File: src/usb_ep_irq_map.svh
// register offsets, field positions, reset values and timing counts
`ifndef USB_EP_IRQ_MAP_SVH
`define USB_EP_IRQ_MAP_SVH
`define OFS_IN_MASK 12'h810
`define OFS_OUT_MASK 12'h814
`define OFS_SUMMARY 12'h818
`define OFS_SUM_EN 12'h81c
`define OFS_DISCHARGE 12'h828
`define OFS_PULSE 12'h82c
`define OFS_SRP_CTRL 12'h830
`define BIT_XFER_DONE 0
`define BIT_EP_DIS 1
`define BIT_CTRL_TMO 3
`define BIT_SETUP_DONE 3
`define BIT_FIFO_ERR 4
`define BIT_NAK_EFF 6
`define BIT_B2B_SETUP 6
`define IN_MASK_BITS 32'h0000005b
`define OUT_MASK_BITS 32'h0000005b
`define IN_SUM_LSB 0
`define OUT_SUM_LSB 16
`define RST_DISCHARGE 16'h17d7
`define RST_PULSE 12'h5b8
`define PRESCALE_DIV 1024
`endif

File: src/usb_ep_irq_pkg.sv
// types shared by the endpoint interrupt and vbus timer block
`default_nettype none
package usb_ep_irq_pkg;
    typedef enum logic [1:0] {SRP_IDLE, SRP_PULSE, SRP_DISCH} srp_state_e;
    typedef struct packed {
        logic [11:0] addr;
        logic [31:0] wdata;
        logic wr;
        logic rd;
    } reg_req_s;
endpackage
`default_nettype wire

File: src/vbus_prescaler.sv
// divide-by-1024 tick generator for the vbus timers
`default_nettype none
module vbus_prescaler #(
    parameter int DIV = 1024
) (
    input wire logic clk_sys,
    input wire logic rst_n,
    input wire logic clkEn,
    input wire logic run,
    output logic tick
);
    localparam int W = $clog2(DIV);
    logic [W-1:0] cnt_q;
    initial begin
        if (DIV < 2) begin
            $error("DIV must be at least 2");
        end
    end
    // restarted when idle so each phase unit is a full 1024 clocks
    always_ff @(posedge clk_sys or negedge rst_n) begin
        if (!rst_n) begin
            cnt_q <= '0;
        end else if (clkEn) begin
            if (!run || cnt_q == W'(DIV - 1)) begin
                cnt_q <= '0;
            end else begin
                cnt_q <= cnt_q + 1'b1;
            end
        end
    end
    assign tick = run && (cnt_q == W'(DIV - 1));
endmodule
`default_nettype wire

File: src/usb_ep_irq_vbus.sv
// endpoint interrupt aggregation and session request vbus timers
// Operation
// - IN endpoint flag reaches its summary bit only when IN mask bit set
// - IN mask bit 6 gates the NAK-effective flag
// - IN mask bit 4 gates the transmit FIFO underrun flag
// - IN mask bit 3 gates the control IN timeout flag
// - in both masks bit 1 gates endpoint-disabled, bit 0 transfer-done
// - OUT mask bit 6 gates back-to-back SETUP, control OUT only
// - OUT mask bit 4 gates the receive FIFO overrun flag
// - OUT mask bit 3 gates SETUP-phase-done, control OUT only
// - a triggered endpoint interrupt shows in the read-only summary
// - summary and enable: IN 0-3 on bits 3:0, OUT 0-3 on 19:16
// - only enabled endpoints drive the global IN or OUT flag
// - a vbus pulse phase is always followed by a discharge phase
// - discharge lasts 1024 times the 16-bit field; resets to 0x17d7
// - pulse lasts 1024 times the 12-bit field; resets to 0x5b8
`include "usb_ep_irq_map.svh"
`default_nettype none
module usb_ep_irq_vbus
    import usb_ep_irq_pkg::*;
#(
    parameter int NUM_EP = 4,
    parameter int PRESCALE = `PRESCALE_DIV
) (
    // clock, reset, enable
    input wire logic clk_sys,
    input wire logic rst_n,
    input wire logic clkEn,
    // register port
    input wire logic [11:0] regAddr,
    input wire logic [31:0] regWdata,
    input wire logic regWr,
    input wire logic regRd,
    output logic [31:0] regRdata_q,
    // per-endpoint flag registers, one 8-bit group per endpoint
    input wire logic [NUM_EP*8-1:0] inEpFlags,
    input wire logic [NUM_EP*8-1:0] outEpFlags,
    // global flags toward the core interrupt register
    output logic globalInEpFlag_q,
    output logic globalOutEpFlag_q,
    // session request vbus drive
    output logic vbusPulse_q,
    output logic vbusDischarge_q,
    output logic srpBusy_q
);
    initial begin
        if (NUM_EP < 1 || NUM_EP > 16) begin
            $error("NUM_EP must be 1 to 16");
        end
    end

    reg_req_s req;
    assign req = '{addr: regAddr, wdata: regWdata, wr: regWr, rd: regRd};

    logic [31:0] inMask_q;
    logic [31:0] outMask_q;
    logic [NUM_EP-1:0] inSumEn_q;
    logic [NUM_EP-1:0] outSumEn_q;
    logic [15:0] dischTime_q;
    logic [11:0] pulseTime_q;
    logic [NUM_EP-1:0] inSum_q;
    logic [NUM_EP-1:0] outSum_q;
    logic [NUM_EP-1:0] inSumD;
    logic [NUM_EP-1:0] outSumD;
    srp_state_e state_q;
    logic [15:0] count_q;
    logic tick;
    logic srpStart;

    function automatic logic hit(input reg_req_s r, input logic [11:0] ofs);
        hit = (r.addr == ofs);
    endfunction

    // masks: only the defined enable bits are stored
    always_ff @(posedge clk_sys or negedge rst_n) begin
        if (!rst_n) begin
            inMask_q <= '0;
            outMask_q <= '0;
        end else if (clkEn && req.wr) begin
            if (hit(req, `OFS_IN_MASK)) begin
                inMask_q <= req.wdata & `IN_MASK_BITS;
            end
            if (hit(req, `OFS_OUT_MASK)) begin
                outMask_q <= req.wdata & `OUT_MASK_BITS;
            end
        end
    end

    always_ff @(posedge clk_sys or negedge rst_n) begin
        if (!rst_n) begin
            inSumEn_q <= '0;
            outSumEn_q <= '0;
        end else if (clkEn && req.wr && hit(req, `OFS_SUM_EN)) begin
            inSumEn_q <= req.wdata[`IN_SUM_LSB +: NUM_EP];
            outSumEn_q <= req.wdata[`OUT_SUM_LSB +: NUM_EP];
        end
    end

    always_ff @(posedge clk_sys or negedge rst_n) begin
        if (!rst_n) begin
            dischTime_q <= `RST_DISCHARGE;
            pulseTime_q <= `RST_PULSE;
        end else if (clkEn && req.wr) begin
            if (hit(req, `OFS_DISCHARGE)) begin
                dischTime_q <= req.wdata[15:0];
            end
            if (hit(req, `OFS_PULSE)) begin
                pulseTime_q <= req.wdata[11:0];
            end
        end
    end

    assign srpStart = clkEn && req.wr && hit(req, `OFS_SRP_CTRL)
        && req.wdata[0];

    // per-endpoint summary: masked OR over that endpoint's flags
    for (genvar e = 0; e < NUM_EP; e++) begin : gSum
        logic [7:0] inF;
        logic [7:0] outF;
        assign inF = inEpFlags[e*8 +: 8];
        assign outF = outEpFlags[e*8 +: 8];
        assign inSumD[e] = |(inF & inMask_q[7:0]);
        if (e == 0) begin : gCtrl
            assign outSumD[e] = |(outF & outMask_q[7:0]);
        end else begin : gData
            // setup-only flags have no meaning beyond the control endpoint
            assign outSumD[e] = |(outF & outMask_q[7:0]
                & ~(8'h01 << `BIT_B2B_SETUP)
                & ~(8'h01 << `BIT_SETUP_DONE));
        end
    end

    // summary follows the flags; clearing the source flag clears it
    always_ff @(posedge clk_sys or negedge rst_n) begin
        if (!rst_n) begin
            inSum_q <= '0;
            outSum_q <= '0;
        end else if (clkEn) begin
            inSum_q <= inSumD;
            outSum_q <= outSumD;
        end
    end

    always_ff @(posedge clk_sys or negedge rst_n) begin
        if (!rst_n) begin
            globalInEpFlag_q <= 1'b0;
            globalOutEpFlag_q <= 1'b0;
        end else if (clkEn) begin
            globalInEpFlag_q <= |(inSumD & inSumEn_q);
            globalOutEpFlag_q <= |(outSumD & outSumEn_q);
        end
    end

    // session request sequencer: pulse then discharge
    always_ff @(posedge clk_sys or negedge rst_n) begin
        if (!rst_n) begin
            state_q <= SRP_IDLE;
            count_q <= '0;
        end else if (clkEn) begin
            unique case (state_q)
                SRP_IDLE: begin
                    if (srpStart) begin
                        state_q <= SRP_PULSE;
                        count_q <= {4'h0, pulseTime_q};
                    end
                end
                SRP_PULSE: begin
                    if (count_q == '0) begin
                        state_q <= SRP_DISCH;
                        count_q <= dischTime_q;
                    end else if (tick) begin
                        count_q <= count_q - 1'b1;
                    end
                end
                SRP_DISCH: begin
                    if (count_q == '0) begin
                        state_q <= SRP_IDLE;
                    end else if (tick) begin
                        count_q <= count_q - 1'b1;
                    end
                end
            endcase
        end
    end

    vbus_prescaler #(.DIV(PRESCALE)) uPrescale (
        .clk_sys(clk_sys),
        .rst_n(rst_n),
        .clkEn(clkEn),
        .run(state_q != SRP_IDLE && count_q != '0),
        .tick(tick)
    );

    always_ff @(posedge clk_sys or negedge rst_n) begin
        if (!rst_n) begin
            vbusPulse_q <= 1'b0;
            vbusDischarge_q <= 1'b0;
            srpBusy_q <= 1'b0;
        end else if (clkEn) begin
            vbusPulse_q <= (state_q == SRP_PULSE) && count_q != '0;
            vbusDischarge_q <= (state_q == SRP_DISCH) && count_q != '0;
            srpBusy_q <= state_q != SRP_IDLE || srpStart;
        end
    end

    // read data one cycle after the strobe; unmapped reads give zero
    always_ff @(posedge clk_sys or negedge rst_n) begin
        if (!rst_n) begin
            regRdata_q <= '0;
        end else if (clkEn) begin
            regRdata_q <= '0;
            if (req.rd) begin
                unique case (req.addr)
                    `OFS_IN_MASK: regRdata_q <= inMask_q;
                    `OFS_OUT_MASK: regRdata_q <= outMask_q;
                    `OFS_SUMMARY: begin
                        regRdata_q[`IN_SUM_LSB +: NUM_EP] <= inSum_q;
                        regRdata_q[`OUT_SUM_LSB +: NUM_EP] <= outSum_q;
                    end
                    `OFS_SUM_EN: begin
                        regRdata_q[`IN_SUM_LSB +: NUM_EP] <= inSumEn_q;
                        regRdata_q[`OUT_SUM_LSB +: NUM_EP] <= outSumEn_q;
                    end
                    `OFS_DISCHARGE: regRdata_q[15:0] <= dischTime_q;
                    `OFS_PULSE: regRdata_q[11:0] <= pulseTime_q;
                    `OFS_SRP_CTRL: regRdata_q[0] <= srpBusy_q;
                    default: regRdata_q <= '0;
                endcase
            end
        end
    end

    // setup-only flags must never light a data endpoint's summary bit
    for (genvar e = 1; e < NUM_EP; e++) begin : gSetupChk

    end
endmodule
`default_nettype wire

File: config.mk
export PLATFORM = sky130hd
export DESIGN_NAME = usb_ep_irq_vbus
export DESIGN_NICKNAME = d
export VERILOG_FILES = /design/src/usb_ep_irq_pkg.sv /design/src/vbus_prescaler.sv /design/src/usb_ep_irq_vbus.sv
export VERILOG_INCLUDE_DIRS = /design/src
export SDC_FILE = /design/constraint.sdc
export NUM_CORES = 1
export LEC_CHECK = 0
export BUFFER_PORTS_ARGS = -buffer_cell sky130_fd_sc_hd__buf_2
export CAP_MARGIN = 20
export CORE_MARGIN = 10
export CORE_UTILIZATION = 42
export CTS_BUF_LIST = sky130_fd_sc_hd__clkbuf_4 sky130_fd_sc_hd__clkbuf_8
export DETAILED_ROUTE_END_ITERATION = 10
export GPL_ROUTABILITY_DRIVEN = 0
export HOLD_SLACK_MARGIN = 0.12
export PLACE_DENSITY = 0.66
export SETUP_SLACK_MARGIN = 0.05
export SYNTH_ARGS = -nofsm -noshare
export SYNTH_HDL_FRONTEND = slang
export SYNTH_HIERARCHICAL = 1
export SYNTH_SLANG_ARGS = --single-unit
File: constraint.sdc
create_clock -name clk_sys -period 4.55 [get_ports clk_sys]
set_input_delay 0.2275 -clock clk_sys [delete_from_list [all_inputs] [get_ports clk_sys]]
set_output_delay 0.2275 -clock clk_sys [all_outputs]
set_load 0.02 [all_outputs]
==> impl_metrics.py, run 1 <==
metrics = {
    "status": {
        "status": "finished clean",
    },
    "synth": {
        "yosysTopAreaCell": "dfrtp_1",
        "yosys_warnings": 6,
        "syn_inst": 506,
        "yosys_most_used_dff": "dfrtp_1",
        "syn_avg_cell_area_um2": 11.2,
        "synth_area_leaders": "dfrtp_1 40%, mux2_2 11%, dfstp_2 7.4%",
        "synth_area_um2": 5660,
        "synth_top_area_frac": 0.403,
        "synthArstFlopShare": 1.00,
        "synth-seq-cells": 107,
        "synth_enable_flop_cells": 0,
        "ys_seq_area_frac": 0.477,
        "synth_cell_types": 64,
    },
    "worst_setup_path": {
        "crit_start": "count_q[0]",
        "critPathLaunchType": "flip-flop",
        "cp_max_fo": 6,
        "r2r-end": "count_q[7]",
        "crit_end": "count_q[7]",
        "ff2ff_path_depth": 11,
        "worstPathArrival_ns": 3.67,
        "r2r_slack_ns": 1.11,
        "worst-setup-path-type": "reg2reg",
        "crit_path_end_kind": "flip-flop",
        "required_ns": 4.78,
        "r2r_start": "count_q[0]",
    },
    "timing": {
        "layout_min_cycle_time_ns": 3.44,
        "setup_tns_ns": 0,
        "fin_crit_sh": 0.755,
        "worst_slew_pin_slew_ns": 1.02,
        "fmax_ghz": 0.291,
        "setup_viol": 0,
        "hold_viol_final": 0,
        "max_slew_margin": 0.319,
        "slew_viol_final": 0,
        "fin_hold_ws_ns": 0.142,
        "finClkSkew_ns": 0.0139,
        "rsz0062_at_grt": "no",
    },
    "clocking": {
        "tritoncts": "done",
        "clock_sinks": 107,
        "clk_path_buf_depth": 2,
        "cts_hold_buf": 16,
        "ctsHtreeMaxLevel": 3,
        "clkLatencyLatePin_ns": 0.38,
        "cts_setup_buffers": 0,
        "cts_buffers": 9,
        "cts_resized": 0,
        "cts.clk_slew.worst_paths_ns": 0.10,
        "cts-root-buf": "clkbuf_8",
    },
    "grt": {
        "overflow": 0,
        "grt_start_max_net_pins": 72,
        "grtUsageTotal": 0.155,
        "grt_pass1_wl_mm": 23.5,
        "grt_antenna_before_repair": 0,
        "first_global_vias": 4623,
    },
    "floorplanning": {
        "core.rowCount": 42,
        "pin_count": 150,
        "dieArea_um2": 18500,
        "fp.dieW_um": 136,
        "fp.coreArea_um2": 13200,
        "start_util": 0.427,
        "die_y_um": 136,
    },
    "pwr": {
        "ir_worst_vdd_mv": 0.202,
        "power.leakage_nw": 3.09,
        "powerDensity_nw_per_um2": 396,
    },
    "route": {
        "num_vias": 4490,
        "drt-initial-drc-count": 266,
        "drtAntennaViolNets": 0,
        "drt-pass1-iter-count": 5,
        "wire_per_inst_um": 18.3,
        "drt_wl_total_mm": 14.4,
        "drc": 0,
        "vias_per_cell": 5.72,
    },
    "final_layout": {
        "final_common_cell": "buf_2",
        "nNetsFinal": 723,
        "drive_gt1_frac": 0.342,
        "layout_common_cells": "94 x buf_2, 91 x dfrtp_1, 54 x mux2_2",
        "diodes": 0,
        "area_growth_pct": 16.6,
    },
    "placed_design": {
        "dp_hpwl_mm": 10.5,
        "numPortBuffers": 95,
    },
    "min_path": {
        "hp-class": "in2reg",
    },
    "flow_run": {
        "drv_cap": 0,
    },
}
metrics by stage:
step	std cells	utilization	total power [mW]	cell area [um2]	setup WS [ns]
after floorplan	517	-	1.74	5700	1.55
after global routing	785	0.498	2.77	6600	0.872
after global placement	753	0.469	1.92	6210	1.22
after CTS	785	0.498	2.63	6600	1.10
after detailed placement	753	0.469	1.95	6210	1.12
final	785	0.498	2.61	6600	1.11
cell usage after synthesis (2+ instances only):
cell,n
buf_6,3
or3_1,6
nor2_1,35
a22o_1,5
clkbuf_1,13
buf_2,7
nand4_1,10
xor2_1,7
dfstp_2,16
nor4b_1,2
nor4_2,3
ha_1,6
a221oi_1,13
and2_1,2
buf_1,3
mux2_2,54
inv_1,12
nand3b_1,2
nor4_1,3
a31oi_1,5
nand2b_1,4
a21o_1,4
or2_2,3
a22oi_1,12
a32oi_1,2
a21oi_1,16
xnor2_1,5
a222oi_1,10
dfrtp_1,91
nand2_1,33
o2bb2ai_1,16
o22ai_1,2
o311a_1,2
or4_1,3
nor2b_1,2
o31ai_1,4
o31ai_2,8
nand3_1,12
nor3_1,4
o21ai_0,19
buf_4,12
mux2i_1,13
flip-flops by register name, indices dropped and copies added (netlist names), 5 cells and up:
register         cells
regRdata_q          20
count_q             16
dischTime_q         16
pulseTime_q         12
uPrescale/cnt_q     10
inMask_q             5
outMask_q            5
worst max-delay path, stage by stage, from the launching register on:
cell and delay [ns]:
dfrtp_1 0.40, inv_1 0.08, ha_1 0.20, nor3b_1 0.15
and4_1 0.26, nor2_1 0.35, and2_1 0.32, or4b_1 0.57
nor4b_1 0.42, xor2_1 0.13, a221oi_1 0.30, o31ai_2 0.10
cells by family after synthesis:
family,Yosys count,synth area share
xor gates and xnor gates,12,0.0186
buffers and inverters,50,0.0467
muxes,67,0.131
DFF,107,0.477
other,1,0.000663
adders and majority gates,6,0.0133
and+or+nand+nor,137,0.139
AOI/OAI and AO/OA,126,0.174
routing by layer:
layer / global-route usage / up-vias / wire, um
li1: - / 2095 / -
met1: 0.188 / 2260 / 6170
met2: 0.271 / 117 / 7370
met3: 0.0336 / 18 / 618
met4: 0.0467 / 0 / 196
met5: 0 / - / 0
worst min-delay path by stage:
stage                 from            endpoint  slack [ns]  cells past startpoint
2_1_floorplan        rst_n          count_q[0]       -0.07                      0
3_3_place_gp         rst_n  uPrescale/cnt_q[9]        0.41                      1
3_5_place_dp         rst_n  uPrescale/cnt_q[6]        0.42                      1
4_1_cts        regWdata[4]         inMask_q[4]        0.13                      2
5_1_grt        regWdata[4]         inMask_q[4]        0.13                      2
6_report       regWdata[1]        inSumEn_q[1]        0.14                      2
power breakdown:
group / switching (mW) / internal, mW / leakage (nW)
logic: 0.526 / 0.303 / 1.58
registers: 0.0869 / 1.03 / 1.40
clock network: 0.332 / 0.333 / 0.110
total: 0.944 / 1.66 / 3.09
final cells by class:
cell class	count	area (um2)
multi-input combinational	360	2740
clock buffer	11	145
inverter	12	45.0
fill	1231	6650
tap	176	220
timing repair buffer	114	661
sequential	107	2700
clock inverter	5	83.8
Power figures use the tool's default switching activity.
==> run 2, diff against run 1 <==
==> constraint.sdc (replaced) <==
create_clock -name clk_sys -period 3.25 [get_ports clk_sys]
set_input_delay 0.1625 -clock clk_sys [delete_from_list [all_inputs] [get_ports clk_sys]]
set_output_delay 0.1625 -clock clk_sys [all_outputs]
set_load 0.02 [all_outputs]
==> run 2 against run 1 <==
Critical path type unchanged. Worst hold slack got worse by 0.014 ns. Via count rose by 1.4%. Clock-buffer cell count fell by 1. Clock power rose by 18%.
==> impl_metrics.py, run 2 (same netlist as run 1, synthesis figures left out) <==
metrics = {
    "worst_setup_path": {
        "critPathLaunchType": "flip-flop",
        "worstPathArrival_ns": 3.24,
        "crit_path_end_kind": "flip-flop",
        "worst-setup-path-type": "reg2reg",
        "required_ns": 3.53,
        "path_cells": "inv_1 -> ha_1 -> nor3b_1 -> and4_1 -> nor2_1 -> and2_1 -> or4b_4 -> nor4_1 -> xor2_1 -> a221oi_1 -> o31ai_2",
        "cp_max_fo": 6,
        "slowest_stage": "or4b_4",
        "max_stage_delay_ns": 0.53,
    },
    "flow_run": {
        "drv_cap": 0,
    },
    "final_layout": {
        "n_fill_cell": 1195,
        "reg.largest.list": "regRdata_q (20), count_q (16), dischTime_q (16)",
        "nNetsFinal": 756,
        "top_register": "regRdata_q",
        "layout_common_cells": "94 x buf_2, 91 x dfrtp_1, 54 x mux2_2",
        "area_growth_pct": 21.1,
        "drive_gt1_frac": 0.349,
        "largest_reg_flops": 20,
        "final_common_cell": "buf_2",
        "diodes": 0,
    },
    "grt": {
        "first_global_vias": 4962,
        "overflow": 0,
        "grt_start_max_net_pins": 62,
        "grt_pass1_wl_mm": 24.2,
        "grt_antenna_before_repair": 0,
        "grtUsageTotal": 0.161,
    },
    "pwr": {
        "comb_power_share": 0.344,
        "powerDensity_nw_per_um2": 522,
        "power.leakage_nw": 3.22,
        "power.switching_mw": 1.35,
        "ir_worst_vdd_mv": 0.266,
        "power_frac_seq": 0.437,
        "internal-power_mw": 2.23,
        "netSwitchingFraction": 0.377,
        "p_clk_frac": 0.219,
        "totalPowerFinal_mw": 3.58,
    },
    "timing": {
        "rsz0062_at_grt": "no",
        "fmax_ghz": 0.338,
        "finClkSkew_ns": 0.00705,
        "hold_viol_final": 0,
        "max_slew_margin": 0.351,
        "worst_slew_pin_slew_ns": 0.974,
        "setup_tns_ns": 0,
        "setup_viol": 0,
        "layout_min_cycle_time_ns": 2.96,
        "slew_viol_final": 0,
        "fin_crit_sh": 0.911,
    },
    "route": {
        "drt_wl_total_mm": 14.6,
        "drt-initial-drc-count": 175,
        "drc": 0,
        "drt-pass1-iter-count": 4,
        "drtAntennaViolNets": 0,
        "wire_per_inst_um": 17.9,
        "vias_per_cell": 5.57,
        "num_vias": 4554,
    },
    "clocking": {
        "clock_sinks": 107,
        "cts.clk_slew.worst_paths_ns": 0.10,
        "tritoncts": "done",
        "clk_path_buf_depth": 2,
        "ctsHtreeMaxLevel": 3,
        "cts_setup_buffers": 0,
        "clkLatencyLatePin_ns": 0.40,
        "cts-root-buf": "clkbuf_8",
        "cts_buffers": 9,
    },
    "floorplanning": {
        "fp.coreArea_um2": 13200,
        "die_y_um": 136,
        "pin_count": 150,
        "dieArea_um2": 18500,
        "core.rowCount": 42,
        "fp.dieW_um": 136,
        "start_util": 0.427,
    },
    "status": {
        "status": "finished clean",
    },
    "placed_design": {
        "dp_hpwl_mm": 10.7,
        "numPortBuffers": 95,
    },
    "min_path": {
        "hp-class": "in2reg",
    },
}
[run 2: critical path: cells and delay by family, from the launching register on]
| family | cells | cell delay, ns |
|---|---|---|
| adder cells (fa/ha/maj) | 1 | 0.20 |
| AO/OA/AOI/OAI | 2 | 0.45 |
| buffers and inverters | 1 | 0.09 |
| AND/OR/NAND/NOR | 6 | 1.59 |
| flip-flops | 1 | 0.42 |
| XOR/XNOR | 1 | 0.11 |
[run 2: worst paths after layout]
| check | start | endpoint | slack [ns] | cells after the start |
|---|---|---|---|---|
| setup reg to reg | count_q[0] | count_q[11] | 0.29 | 11 |
| min in group asynchronous | rst_n | regRdata_q[5] | 0.41 | 2 |
| hold / removal | inEpFlags[11] | inSum_q[1] | 0.13 | 3 |
| setup / recovery | count_q[0] | count_q[11] | 0.29 | 11 |
| max in group asynchronous | rst_n | dischTime_q[12] | 1.95 | 3 |
| hold reg to reg | regRdata_q[1] | regRdata_q[1] | 0.48 | 1 |
[run 2: layer usage]
metal	global-route usage	share of wire	up-vias
li1	-	-	2158
met2	0.290	0.53	109
met5	0	0	-
met3	0.0358	0.045	14
met4	0.0615	0.018	0
met1	0.179	0.41	2273
[run 2: layout make-up]
type | count | area [um2] | area share
clock inverters | 6 | 48.8 | 0.00712
well taps | 176 | 220 | 0.0321
flip-flops and latches | 107 | 2700 | 0.394
repair buffers | 147 | 956 | 0.139
clock buffers | 10 | 131 | 0.0192
inverters | 12 | 45.0 | 0.00657
multi-input cells | 360 | 2750 | 0.402
[run 2: power groups by stage]
stage / combinational, mW / sequential, mW / clock [mW]
5_1_grt: 1.39 / 1.58 / 0.846
6_report: 1.23 / 1.56 / 0.783
4_1_cts: 1.24 / 1.56 / 0.805
3_3_place_gp: 1.16 / 1.58 / 0
2_1_floorplan: 0.864 / 1.57 / 0
3_5_place_dp: 1.20 / 1.58 / 0
[run 2: repair_timing]
item	CTS	global route
endpoints found under the setup margin	0	4
endpoints found under the hold margin	105	0
hold buffers	35	0
resized for setup	0	2
[run 2: stage by stage]
stage	hold WS (ns)	instances	area, um2	util	setup slack, ns
3_3_place_gp	0.284	767	6310	0.477	0.304
5_1_grt	0.147	818	6850	0.517	0.0444
4_1_cts	0.127	818	6840	0.517	0.220
3_5_place_dp	0.304	767	6310	0.477	0.245
6_report	0.128	818	6850	0.517	0.291
2_1_floorplan	-0.133	517	5700	-	0.248
==> run 3, diff against run 2 <==
--- a/config.mk
+++ b/config.mk
@@ -13,6 +13,7 @@
 export CTS_BUF_LIST = sky130_fd_sc_hd__clkbuf_4 sky130_fd_sc_hd__clkbuf_8
 export DETAILED_ROUTE_END_ITERATION = 10
 export GPL_ROUTABILITY_DRIVEN = 0
+export GPL_TIMING_DRIVEN = 0
 export HOLD_SLACK_MARGIN = 0.12
 export PLACE_DENSITY = 0.66
 export SETUP_SLACK_MARGIN = 0.05
==> run 3 against run 2 <==
Global-route usage increased by 0.93 points. Register-to-register slack about the same. Design area increased by 2.5%. Routed wire length increased by 3.7%. Highest routed layer unchanged.
==> impl_metrics.py, run 3 (same netlist as run 1, synthesis figures left out) <==
metrics = {
    "worst_setup_path": {
        "cp_max_fo": 6,
        "worst-setup-path-type": "reg2reg",
        "max_stage_delay_ns": 0.44,
        "crit_path_end_kind": "flip-flop",
        "crit_start": "count_q[0]",
        "slowest_stage": "or4b_1",
        "critPathLaunchType": "flip-flop",
        "r2r_start": "count_q[0]",
        "path_cells": "inv_1 -> ha_1 -> nor3b_1 -> and4_4 -> nor2_4 -> and2_4 -> or4b_1 -> buf_2 -> or2_2 -> o311a_1 -> o21ai_0 -> o21ai_0",
        "critPathMostFrequentCell": "o21ai_0",
        "required_ns": 3.54,
        "r2r-end": "count_q[15]",
        "ff2ff_path_depth": 12,
        "r2r_slack_ns": 0.30,
        "worstPathArrival_ns": 3.24,
    },
    "clocking": {
        "clock_sinks": 107,
        "ctsHtreeMaxLevel": 3,
        "clk_path_buf_depth": 2,
        "cts_buffers": 9,
        "cts.clk_slew.worst_paths_ns": 0.11,
        "tritoncts": "done",
        "clkLatencyLatePin_ns": 0.40,
        "cts-root-buf": "clkbuf_8",
    },
    "final_layout": {
        "nNetsFinal": 778,
        "top_register": "regRdata_q",
        "n_fill_cell": 1209,
        "fin_area_um2": 7030,
        "reg.largest.list": "regRdata_q (20), count_q (16), dischTime_q (16)",
        "postLayoutCoreUtil": 0.531,
        "area_growth_pct": 24.2,
        "largest_reg_flops": 20,
        "drive_gt1_frac": 0.348,
        "final_common_cell": "buf_2",
        "diodes": 0,
        "layout_common_cells": "99 x buf_2, 91 x dfrtp_1, 54 x mux2_2",
    },
    "grt": {
        "overflow": 0,
        "grt_antenna_before_repair": 0,
        "grt_start_max_net_pins": 57,
        "grt_pass1_wl_mm": 25.3,
        "first_global_vias": 4994,
        "grtUsageTotal": 0.170,
    },
    "route": {
        "drtAntennaViolNets": 0,
        "drt_wl_total_mm": 15.2,
        "wire_per_inst_um": 18.1,
        "drt-initial-drc-count": 215,
        "drc": 0,
        "vias_per_cell": 5.55,
        "num_vias": 4660,
        "drt-pass1-iter-count": 5,
    },
    "pwr": {
        "ir_worst_vdd_mv": 0.257,
        "power.leakage_nw": 3.29,
        "powerDensity_nw_per_um2": 526,
        "totalPowerFinal_mw": 3.70,
    },
    "min_path": {
        "whs_endpoint": "inSum_q[2]",
        "holdCritStartpoint": "inEpFlags[22]",
        "hp-class": "in2reg",
        "worstHoldPathCells": 3,
    },
    "timing": {
        "fmax_ghz": 0.339,
        "finClkSkew_ns": 0.00790,
        "max_slew_margin": 0.388,
        "slew_viol_final": 0,
        "worst_slew_pin_slew_ns": 0.906,
        "rsz0062_at_grt": "no",
        "layout_min_cycle_time_ns": 2.95,
        "fin_crit_sh": 0.907,
        "setup_viol": 0,
        "hold_viol_final": 0,
    },
    "placed_design": {
        "numPortBuffers": 92,
        "dp_hpwl_mm": 11.4,
        "place_area_um2": 6410,
    },
    "floorplanning": {
        "dieArea_um2": 18500,
        "fp.coreArea_um2": 13200,
        "core.rowCount": 42,
        "fp.dieW_um": 136,
        "pin_count": 150,
        "start_util": 0.427,
        "die_y_um": 136,
    },
    "status": {
        "status": "finished clean",
    },
    "flow_run": {
        "drv_cap": 0,
    },
}
[run 3: cell count changes in the layout (fill, tap and decap cells not counted), moves of 2 or more]
| cell | delta |
|---|---|
| buf_1 | +3 |
| clkbuf_1 | +11 |
| dlygate4sd3_1 | +3 |
| clkinvlp_4 | +2 |
| buf_6 | +3 |
| buf_4 | -4 |
| buf_2 | +5 |
[run 3: routing by layer]
metal  vias up  global-route usage  share of wire
li1       2207                   -              -
met1      2318               0.193           0.40
met2       119               0.298           0.52
met3        16              0.0476          0.062
met4         0              0.0604          0.021
met5         -                   0              0
[run 3: how the worst max path moves through the flow]
stage	endpoint	slack (ns)	cells after the start
6_report	count_q[15]	0.30	12
5_1_grt	count_q[15]	0.07	10
4_1_cts	count_q[13]	0.09	12
3_5_place_dp	count_q[10]	-0.24	11
3_3_place_gp	count_q[10]	-0.27	11
2_1_floorplan	count_q[7]	0.25	12
[run 3: repair_timing]
item                                    4_1_cts  5_1_grt
endpoints found under the setup margin       12        8
endpoints found under the hold margin       105        0
hold buffers                                 38        0
setup buffers                                 0        1
gates resized for setup                       5        6
pin swaps                                     0        1
[run 3: critical path: cells and delay by family (launching register included)]
kind | cells | cell delay, ns
buffers and inverters | 2 | 0.26
DFF | 1 | 0.41
adders and majority gates | 1 | 0.20
AOI/OAI and AO/OA | 3 | 0.54
and+or+nand+nor | 6 | 1.44
[run 3: layout make-up]
type                            instances  area, um2  area share
Clock buffer                            9        124      0.0176
Inverter                               12       45.0     0.00641
Clock inverter                          7       82.6      0.0118
Tap cell                              176        220      0.0313
Timing Repair Buffer                  132        878       0.125
Buffer                                 37        216      0.0308
Sequential cell                       107       2700       0.384
Multi-Input combinational cell        360       2760       0.393
[run 3: where the power goes]
| part | total (mW) | switching (mW) | internal (mW) |
|---|---|---|---|
| sequential | 1.56 | 0.124 | 1.44 |
| clock | 0.879 | 0.509 | 0.370 |
| combinational | 1.25 | 0.752 | 0.502 |
[run 3: stage by stage]
step	setup WS [ns]	TNS [ns]	std cells	hold slack, ns
floorplan	0.248	0	517	-0.133
global placement	-0.271	-1.42	785	0.396
detailed placement	-0.236	-1.46	786	0.267
CTS	0.0894	0	840	0.128
global route	0.0674	0	840	0.129
finish	0.303	0	840	0.137
